**config.mk**
```make
export PLATFORM = sky130hd
export DESIGN_NAME = rcl_reset_ctrl
export DESIGN_NICKNAME = d
export VERILOG_FILES = /design/src/design/rcl_pkg.sv /design/src/design/rcl_sync_if.sv /design/src/design/rcl_pin_sync.sv /design/src/design/rcl_reset_ctrl.sv
export VERILOG_INCLUDE_DIRS = /design/src /design/src/design
export SDC_FILE = /design/constraint.sdc
export NUM_CORES = 1
export LEC_CHECK = 0
export BUFFER_PORTS_ARGS = -buffer_cell sky130_fd_sc_hd__buf_2
export CORE_ASPECT_RATIO = 0.8
export CORE_MARGIN = 2
export CORE_UTILIZATION = 47
export DETAILED_ROUTE_END_ITERATION = 10
export PLACE_DENSITY = 0.92
export SLEW_MARGIN = 30
export SYNTH_ARGS = -nofsm -noshare
export SYNTH_HDL_FRONTEND = slang
export SYNTH_SLANG_ARGS = --single-unit
```
**constraint.sdc**
```tcl
create_clock -name core_clk -period 5.7 [get_ports core_clk]
set_input_delay 1.14 -clock core_clk [delete_from_list [all_inputs] [get_ports core_clk]]
set_output_delay 1.14 -clock core_clk [all_outputs]
set_load 0.03 [all_outputs]
```
**src/design/rcl_cfg.svh**
```systemverilog
// constants for the reset control logic
`ifndef RCL_CFG_SVH
`define RCL_CFG_SVH
`define RCL_FIRST_CYCLE_DELAY 4'ha
`define RCL_VEC_TABLE_BYTES 11'h400
`define RCL_VEC_COUNT 9'h100
`define RCL_VEC_SHIFT 2
`define RCL_MIN_ASSERT 4'h4
`endif

```
**src/design/rcl_pkg.sv**
```systemverilog
// types for the reset control logic
package rcl_pkg;
    typedef enum logic [1:0] {
        RCL_RUN = 2'h0,
        RCL_PEND = 2'h1,
        RCL_HOLD = 2'h3,
        RCL_BOOT = 2'h2
    } rcl_state_t;
    typedef struct packed {
        logic mst;
        logic clk;
        logic ext;
    } rcl_lines_t;
endpackage : rcl_pkg

```
**src/design/rcl_sync_if.sv**
```systemverilog
// carrier between pin synchroniser and the controller
interface rcl_sync_if;
    logic ext_req;
    logic clk_seen;
    modport src (output ext_req, output clk_seen);
    modport dst (input ext_req, input clk_seen);
endinterface : rcl_sync_if

```
**src/design/rcl_pin_sync.sv**
```systemverilog
// two-stage synchroniser for the external reset pin
module rcl_pin_sync (
    input wire logic core_clk,
    input wire logic reset_n,
    input wire logic ext_reset_pin_n,
    rcl_sync_if.src sync
);
    logic s1_ff, s2_ff, seen_ff;
    logic nxt_s1, nxt_s2, nxt_seen;
    always_comb begin
        nxt_s1 = ~ext_reset_pin_n;
        nxt_s2 = s1_ff;
        nxt_seen = 1'b1;
    end
    // power-on flops would run only once the clock runs, so a pin
    // held without a clock waits for the first edges
    always_ff @(posedge core_clk) begin
        if (!reset_n) begin
            s1_ff <= 1'b0;
            s2_ff <= 1'b0;
            seen_ff <= 1'b0;
        end else begin
            s1_ff <= nxt_s1; // RL1
            s2_ff <= nxt_s2; // RL1
            seen_ff <= nxt_seen; // RL2
        end
    end
    assign sync.ext_req = s2_ff & seen_ff; // RL2
    assign sync.clk_seen = seen_ff;
endmodule : rcl_pin_sync

```
**src/design/rcl_reset_ctrl.sv**
```systemverilog
// reset control logic of the system integration unit
// What this block does
// RL1: external pin low passes synchroniser first
// RL2: no clock means reset waits for clock
// RL3: four outputs: pin, clock, master, instruction
// RL4: outputs move on clock; async acts immediately
// RL5: sync requests wait for bus cycle end
// RL6: pending sync reset forces bus monitor on
// RL7: halt asserts master, clock, pin together
// RL8: reset instruction is async, not catastrophic
// RL9: instruction indication separate from master reset
// RL10: reset beats exceptions, aborted work dropped
// RL11: writes in progress finish before sync reset
// RL12: validate, assert, latch straps, release processor
// RL13: vector table 1024 bytes, 256 entries
// RL14: strap low at reset selects slave test mode
// RL15: first bus cycle ten clocks after the reset lines release
// RL16: simultaneous sources assert union of lines
module rcl_reset_ctrl
    import rcl_pkg::*;
#(
    parameter int unsigned FIRST_DELAY = 10,
    parameter int unsigned MIN_ASSERT = 4
) (
    input wire logic core_clk,
    input wire logic reset_n,
    input wire logic ext_reset_pin_n,
    input wire logic power_up_req,
    input wire logic watchdog_req,
    input wire logic halt_req,
    input wire logic clock_loss_req,
    input wire logic test_req,
    input wire logic reset_instr_req,
    input wire logic bus_cycle_end,
    input wire logic test_strap_line,
    input wire logic bus_grant_out,
    input wire logic [7:0] vector_number,
    input wire logic [31:0] vector_base_pointer,
    output logic bus_clock_output,
    output logic ext_pin_reset_drive,
    output logic clock_module_reset,
    output logic master_reset_line,
    output logic reset_instr_indication,
    output logic bus_monitor_force,
    output logic exception_override,
    output logic cpu_release,
    output logic first_bus_cycle_ok,
    output logic slave_test_mode,
    output logic slave_access_en,
    output logic [31:0] vector_fetch_addr
);
`include "rcl_cfg.svh"
    rcl_sync_if sync_bus ();
    rcl_pin_sync u_sync (
        .core_clk(core_clk),
        .reset_n(reset_n),
        .ext_reset_pin_n(ext_reset_pin_n),
        .sync(sync_bus)
    );

    // =========================================================
    // source classification
    function automatic rcl_lines_t lines_for(input logic async_full,
        input logic sync_full, input logic test_only);
        rcl_lines_t l;
        l.mst = async_full | sync_full | test_only;
        l.clk = async_full | sync_full;
        l.ext = async_full | sync_full | test_only;
        return l;
    endfunction : lines_for

    logic async_hit, sync_hit;
    rcl_lines_t async_lines, sync_lines;
    always_comb begin
        async_hit = power_up_req | watchdog_req | halt_req; // RL7
        sync_hit = sync_bus.ext_req | clock_loss_req | test_req;
        async_lines = lines_for(async_hit, 1'b0, 1'b0); // RL7
        sync_lines = lines_for(1'b0, sync_bus.ext_req | clock_loss_req,
            test_req);
    end

    // =========================================================
    // sequencer
    rcl_state_t state_ff, nxt_state;
    rcl_lines_t lines_ff, nxt_lines;
    logic [3:0] cnt_ff, nxt_cnt;
    logic instr_ff, nxt_instr;
    logic strap_ff, nxt_strap;
    logic ok_ff, nxt_ok;

    always_comb begin
        nxt_state = state_ff;
        nxt_lines = lines_ff;
        nxt_cnt = cnt_ff;
        nxt_strap = strap_ff;
        nxt_ok = ok_ff;
        nxt_instr = reset_instr_req; // RL8 RL9
        case (state_ff)
            RCL_RUN: begin
                if (async_hit) begin
                    nxt_lines = async_lines | sync_lines; // RL4 RL16
                    nxt_state = RCL_HOLD;
                    nxt_cnt = 4'(MIN_ASSERT);
                    nxt_ok = 1'b0;
                end else if (sync_hit) begin
                    nxt_state = RCL_PEND; // RL5
                end
            end
            RCL_PEND: begin
                if (async_hit || bus_cycle_end) begin // RL5 RL11
                    nxt_lines = async_lines | sync_lines; // RL16
                    nxt_state = RCL_HOLD;
                    nxt_cnt = 4'(MIN_ASSERT);
                    nxt_ok = 1'b0;
                end else if (!sync_hit) begin
                    nxt_state = RCL_RUN;
                end
            end
            RCL_HOLD: begin
                nxt_lines = lines_ff | async_lines | sync_lines; // RL16
                nxt_strap = ~test_strap_line; // RL12 RL14
                if (cnt_ff != 4'h0) begin
                    nxt_cnt = cnt_ff - 4'h1;
                end else if (!async_hit && !sync_hit) begin
                    nxt_lines = '0;
                    nxt_state = RCL_BOOT;
                    nxt_cnt = 4'(FIRST_DELAY); // RL15
                end
            end
            RCL_BOOT: begin
                if (async_hit) begin
                    nxt_lines = async_lines; // RL10
                    nxt_state = RCL_HOLD;
                    nxt_cnt = 4'(MIN_ASSERT);
                end else if (cnt_ff > 4'h1) begin
                    nxt_cnt = cnt_ff - 4'h1;
                end else begin
                    nxt_ok = 1'b1; // RL15
                    nxt_state = RCL_RUN;
                end
            end
            default: begin
                nxt_state = RCL_HOLD;
            end
        endcase
    end

    // the on-chip reset is sampled synchronously as well; the reset lines and status flags move
    // on the bus clock so nothing glitches mid cycle
    always_ff @(posedge core_clk) begin
        if (!reset_n) begin
            state_ff <= RCL_HOLD;
            lines_ff <= '1;
            cnt_ff <= 4'(MIN_ASSERT);
            instr_ff <= 1'b0;
            strap_ff <= 1'b0;
            ok_ff <= 1'b0;
        end else begin
            state_ff <= nxt_state;
            lines_ff <= nxt_lines; // RL4
            cnt_ff <= nxt_cnt;
            instr_ff <= nxt_instr;
            strap_ff <= nxt_strap;
            ok_ff <= nxt_ok;
        end
    end

    // =========================================================
    // outputs
    always_comb begin
        bus_clock_output = core_clk;
        ext_pin_reset_drive = lines_ff.ext | instr_ff; // RL3 RL8
        clock_module_reset = lines_ff.clk; // RL3
        master_reset_line = lines_ff.mst; // RL3
        reset_instr_indication = instr_ff; // RL3 RL9
        bus_monitor_force = state_ff == RCL_PEND; // RL6
        exception_override = state_ff != RCL_RUN; // RL10
        cpu_release = state_ff == RCL_RUN; // RL12
        first_bus_cycle_ok = ok_ff; // RL15
        slave_test_mode = strap_ff; // RL14
        slave_access_en = strap_ff & bus_grant_out; // RL14
        // byte offset of four-byte vectors within a 1024-byte table
        vector_fetch_addr = vector_base_pointer
            + {22'h0, vector_number, 2'h0}; // RL13
    end
endmodule : rcl_reset_ctrl

```
==> out/qor.yml, run 1 <==
timing:
  setup_viol_count_final: 0
  slew_viol_final: 0
  final_hold_viol_count: 0
  worst_pin_slew_ps: 600.5
  tns_ps: 0
  rsz0062_at_grt: "no"
  skew_ps: 2.236
  slew_headroom_pct: 59.55
cells_and_area:
  fillers: 283
  layout-drive-gt1-share_pct: 35.12
  area_growth_pct: 33.36
  num_antenna_cells: 0
  nets: 363
setup_path:
  cp.required_ps: 4560
  cp_max_fo: 2
  critPathCaptureType: "output port"
  cp_data_arrival_time_ps: 3240
  start_kind: "clock port"
  r2r_cells: 6
  path_class: "clock port to output port"
  r2r_setup_slack_ps: 3560
  r2r_end: "cnt_ff[2]"
  r2r_start: "cnt_ff[0]"
floorplan:
  coreArea_um2: 3176
  floorplan.die_area_um2: 3910
  start_util_pct: 50.67
  die_x_um: 69.42
  die_h_um: 56.34
  row_count: 18
  io_pins: 95
clocking:
  cts_tree: "done"
  insertion_delay_ps: 360
  post_cts_buffers: 0
  clkTransAtPathRegs_ps: 60
  post_cts_resized: 0
  postCtsHoldBufs: 0
detailed_routing:
  routed_wl_um: 4399
  vias_per_cell: 5.481
  wl_per_cell_um: 12.98
  ant_nets: 0
  drcViolationCount: 0
  drtPass1Iterations: 4
  first_iter_violations: 99
  num_vias: 1858
pwr:
  total_power_w: 0.0005631
  p_leak_nw: 1.006
  ir_drop_uv: 232.0
  p_per_area_nw_per_um2: 262.4
global_routing:
  grt_max_degree: 15
  gr-total-overflow: 0
  antenna_found_initial: 0
  grt_first_pass_wirelength_um: 7438
  track_usage_pct: 22.90
  grt_pass1_vias: 1768
yosys:
  synthDistinctLibCells: 48
  synth_ff_type: "dfxtp_1"
  ys_async_sr_fraction_pct: 0
  avgSynthCellArea_um2: 7.662
  seq_area_frac_synth_pct: 18.66
  syn_nets: 273
  yosys_warnings: 0
  ys_seq_elements: 15
  syn_area_um2: 1609
  netlist_instances: 210
  synth_edf_count: 0
hold_path:
  hp-class: "flop to flop"
  hold_path.startpoint: "u_sync.nxt_s2"
  worst_hold_path.endpoint: "u_sync.s2_ff"
  whs_path_depth: 1
run_status:
  status: "finished, final reports clean"
flow_run:
  drv_cap: 0
placed_design:
  place_hpwl_um: 3554
  port_buffers: 90
  gp_congestion: 0.8559
[cells by family (layout without fill, tap and decap cells)]
logic type	Yosys count	in the layout	share of synthesized area, %
muxes	2	2	1.244
xor gates and xnor gates	28	28	15.24
and+or+nand+nor	81	81	26.59
buffers and inverters	23	112	6.687
AOI/OAI and AO/OA	50	50	22.55
DFF	15	15	18.66
adders and majority gates	11	11	9.020
[report_power, final]
part | leakage (nW) | switching, W | internal (W) | total [W]
sequential | 0.124 | 0.0000193 | 0.000120 | 0.000139
clock | 0.0483 | 0.0000647 | 0.0000992 | 0.000164
combinational | 0.834 | 0.000153 | 0.000107 | 0.000260
total | 1.01 | 0.000237 | 0.000326 | 0.000563
[final cells by class]
cell class,instances,area [um2],share of cell area (%)
Inverter,15,57.56,2.682
Tap cell,40,50.05,2.332
Timing Repair Buffer,89,445.4,20.76
Clock buffer,8,91.34,4.257
Multi-Input combinational cell,172,1201,55.98
Sequential cell,15,300.3,13.99
[worst max path at each step]
stage                startpoint               endpoint  slack, ps
2_1_floorplan          core_clk       bus_clock_output       1570
3_3_place_gp   vector_number[0]  vector_fetch_addr[30]       1540
3_5_place_dp   vector_number[0]  vector_fetch_addr[30]       1470
4_1_cts                core_clk       bus_clock_output       1310
5_1_grt        vector_number[0]  vector_fetch_addr[26]       1300
6_report               core_clk       bus_clock_output       1320
[synthesized netlist by cell type (all sizes together) (2+ instances only)]
cell type   n  area share [%]
dfxtp      15              19
mux2i       2             1.2
a211oi      3             1.7
nor2b       2            0.78
xnor2      17             9.3
nor2       18             4.2
nand4       7             2.7
a21o        6             2.8
ha         10             7.8
xor2       11             6.0
and2        5             1.9
nor4        3             1.9
o211ai      6             2.8
buf         5             2.4
o2bb2ai     2             1.1
nand3      12             3.7
nand2b      4             1.6
a21oi      13             4.3
inv        14             3.3
o21ai      10             3.3
clkbuf      3            0.70
nor3        9             3.5
o31ai       2            0.93
nand2      15             3.5
[state kept, by name, indices dropped and copies added (netlist names)]
signal                  count
clock_module_reset          1
cnt_ff                      4
u_sync.nxt_s2               1
u_sync.s2_ff                1
u_sync.sync.clk_seen        1
master_reset_line           1
reset_instr_indication      1
first_bus_cycle_ok          1
state_ff                    2
slave_test_mode             1
lines_ff                    1
[critical path, cell delays in order]
cell,delay [ps]
clkbuf_8,110
clkbuf_8,120
buf_2,170
[per-layer routing]
layer	track usage [%]	up-vias	part of all wire [%]
li1	-	926	-
met1	26.01	836	42
met2	40.80	86	49
met3	6.284	10	8.7
met4	8.964	0	1.2
met5	0	-	0
[metrics by stage]
step	hold WS [ps]	utilization [%]	area [um2]	std cells	worst slack, ps
after floorplan	411.8	-	1609	210	1565
after global routing	464.3	67.57	2146	339	1298
after CTS	444.4	67.57	2146	339	1311
after global placement	429.0	64.85	2059	332	1537
after detailed placement	428.3	64.85	2059	332	1470
final	446.4	67.57	2146	339	1316
[cells in the final DEF (no fill, tap or decap), types with 2 or more instances in the layout]
cell type,count
nand2_1,15
o211ai_1,6
ha_1,10
and2_1,5
a211oi_1,2
nor2b_1,2
o31ai_1,2
o21ai_0,5
nand2b_1,4
nor2_1,18
inv_1,14
buf_2,90
xnor2_1,17
nor3_1,8
clkbuf_8,6
mux2i_1,2
o2bb2ai_1,2
o21ai_1,4
xor2_1,11
nand4_1,7
nand3_1,12
dfxtp_1,15
a21oi_1,12
nor4_2,2
a21o_1,6
Note: power is estimated with default switching activity, not from simulation.
==> run 2: changes to the inputs <==
--- a/config.mk
+++ b/config.mk
@@ -9,9 +9,9 @@
 export BUFFER_PORTS_ARGS = -buffer_cell sky130_fd_sc_hd__buf_2
 export CORE_ASPECT_RATIO = 0.8
 export CORE_MARGIN = 2
-export CORE_UTILIZATION = 47
+export CORE_UTILIZATION = 40
 export DETAILED_ROUTE_END_ITERATION = 10
-export PLACE_DENSITY = 0.92
+export PLACE_DENSITY = 0.83
 export SLEW_MARGIN = 30
 export SYNTH_ARGS = -nofsm -noshare
 export SYNTH_HDL_FRONTEND = slang
==> constraint.sdc (replaced) <==
create_clock -name core_clk -period 3.9 [get_ports core_clk]
set_input_delay 0.78 -clock core_clk [delete_from_list [all_inputs] [get_ports core_clk]]
set_output_delay 0.78 -clock core_clk [all_outputs]
set_load 0.03 [all_outputs]
==> out/qor.yml, run 2 (synthesized netlist as in run 1, its figures left out) <==
run_status:
  status: "finished, final reports clean"
setup_path:
  cp.required_ps: 3120
  crit_path_cell_trace: "buf_2 -> ha_1 -> inv_1 -> fa_1 -> nand2b_1 -> a21o_1 -> a21oi_1 -> nor2b_1 -> xnor2_1 -> buf_2"
  cp_max_fo: 4
  r2r_cells: 6
  crit_cells: 10
  crit_start: "vector_number[0]"
  cp_slowest_cell: "fa_1"
  cp_top_family: "adder cells"
  cpMostUsedCell: "buf_2"
  r2r_start: "cnt_ff[0]"
  crit_path_max_incr_delay_ps: 390
  crit_buf_inv: 3
  start_kind: "input port"
  cp_data_arrival_time_ps: 2780
  critPathCaptureType: "output port"
  path_class: "input port to output port"
cells_and_area:
  fillers: 373
  largest_register_ffs: 4
  largestRegisters: "cnt_ff x4, state_ff x2"
  final_area_um2: 2165
  top_register: "cnt_ff"
  final_cell_mix: "buf_2 (90), nor2_1 (18), xnor2_1 (17)"
  nets: 363
  num_antenna_cells: 0
  area_growth_pct: 34.53
  layout-drive-gt1-share_pct: 35.12
  postLayoutCoreUtil_pct: 56.54
  layout.cells.most_common: "buf_2"
  multiInputGateArea_um2: 1201
  seq_area_um2: 300.3
detailed_routing:
  routed_wl_um: 4324
  wl_per_cell_um: 12.21
  vias_per_cell: 5.203
  num_vias: 1842
  drcViolationCount: 0
  first_iter_violations: 87
  ant_nets: 0
  drtPass1Iterations: 4
clocking:
  clkTransAtPathRegs_ps: 60
  postCtsHoldBufs: 0
  insertion_delay_ps: 360
  cts_tree: "done"
  post_cts_resized: 0
  post_cts_buffers: 0
pwr:
  swShare_pct: 41.73
  p_leak_nw: 1.006
  seqPwrFrac_pct: 24.9
  p_clk_share_pct: 29.3
  p_per_area_nw_per_um2: 377.8
  internal_power_w: 0.0004765
  p_comb_share_pct: 45.8
  ir_drop_uv: 265.8
  p_switching_w: 0.0003412
placed_design:
  detailed_place.area_um2: 2078
  port_buffers: 90
  place_hpwl_um: 3557
  dp_slack_ps: 344.6
  gp_congestion: 0.8747
timing:
  fmax_ghz: 0.2808
  setup_slack_ps: 338.6
  holdWs_ps: 435.6
  worst_pin_slew_ps: 576.5
  final_hold_viol_count: 0
  fin_crit_ps: 3561
  skew_ps: 6.739
  rsz0062_at_grt: "no"
  setup_viol_count_final: 0
  slew_headroom_pct: 61.44
  tns_ps: 0
  post-route-period-util_pct: 91.32
  slew_viol_final: 0
global_routing:
  antenna_found_initial: 0
  track_usage_pct: 18.75
  gr-total-overflow: 0
  grt_first_pass_wirelength_um: 6534
  grt_pass1_vias: 1555
  grt_max_degree: 15
floorplan:
  die_x_um: 74.91
  coreArea_um2: 3829
  die_h_um: 60.73
  row_count: 20
  floorplan.die_area_um2: 4549
  io_pins: 95
  start_util_pct: 42.03
flow_run:
  drv_cap: 0
hold_path:
  hp-class: "flop to flop"
  hold_path.startpoint: "u_sync.nxt_s2"
  whs_path_depth: 1
run 2: cell counts in the layout (fill, tap and decap cells not counted):
Identical to the previous run, type by type.
run 2: final timing paths:
check / endpoint / slack [ps]
max: vector_fetch_addr[30] / 340
min reg2reg: u_sync.s2_ff / 440
max reg2reg: cnt_ff[2] / 1780
min: u_sync.s2_ff / 440
run 2: power by group through the flow:
stage	combinational [W]	sequential (W)	clock (W)
finish	0.000375	0.000204	0.000239
global placement	0.000368	0.000205	0.0000323
global route	0.000412	0.000209	0.000256
CTS	0.000376	0.000203	0.000248
detailed placement	0.000374	0.000207	0.0000323
floorplan	0.000289	0.000202	0.0000384
run 2: layout make-up:
| type | instances | area share (%) |
|---|---|---|
| flip-flops and latches | 15 | 13.87 |
| repair buffers | 89 | 20.58 |
| inverters | 15 | 2.659 |
| clock buffers | 8 | 4.220 |
| well taps | 55 | 3.179 |
| multi-input cells | 172 | 55.49 |
run 2: through the flow:
stage          total power [W]  instances
2_1_floorplan        0.0005294        210
3_3_place_gp         0.0006050        347
3_5_place_dp         0.0006135        347
4_1_cts              0.0008265        354
5_1_grt              0.0008773        354
6_report             0.0008177        354
run 2: metal layers:
metal	vias to the layer above	track usage [%]	wire length [um]
met5	-	0	0
met4	0	10.20	79
met3	8	3.156	357
met2	92	32.21	1979
met1	817	22.46	1908
li1	925	-	-
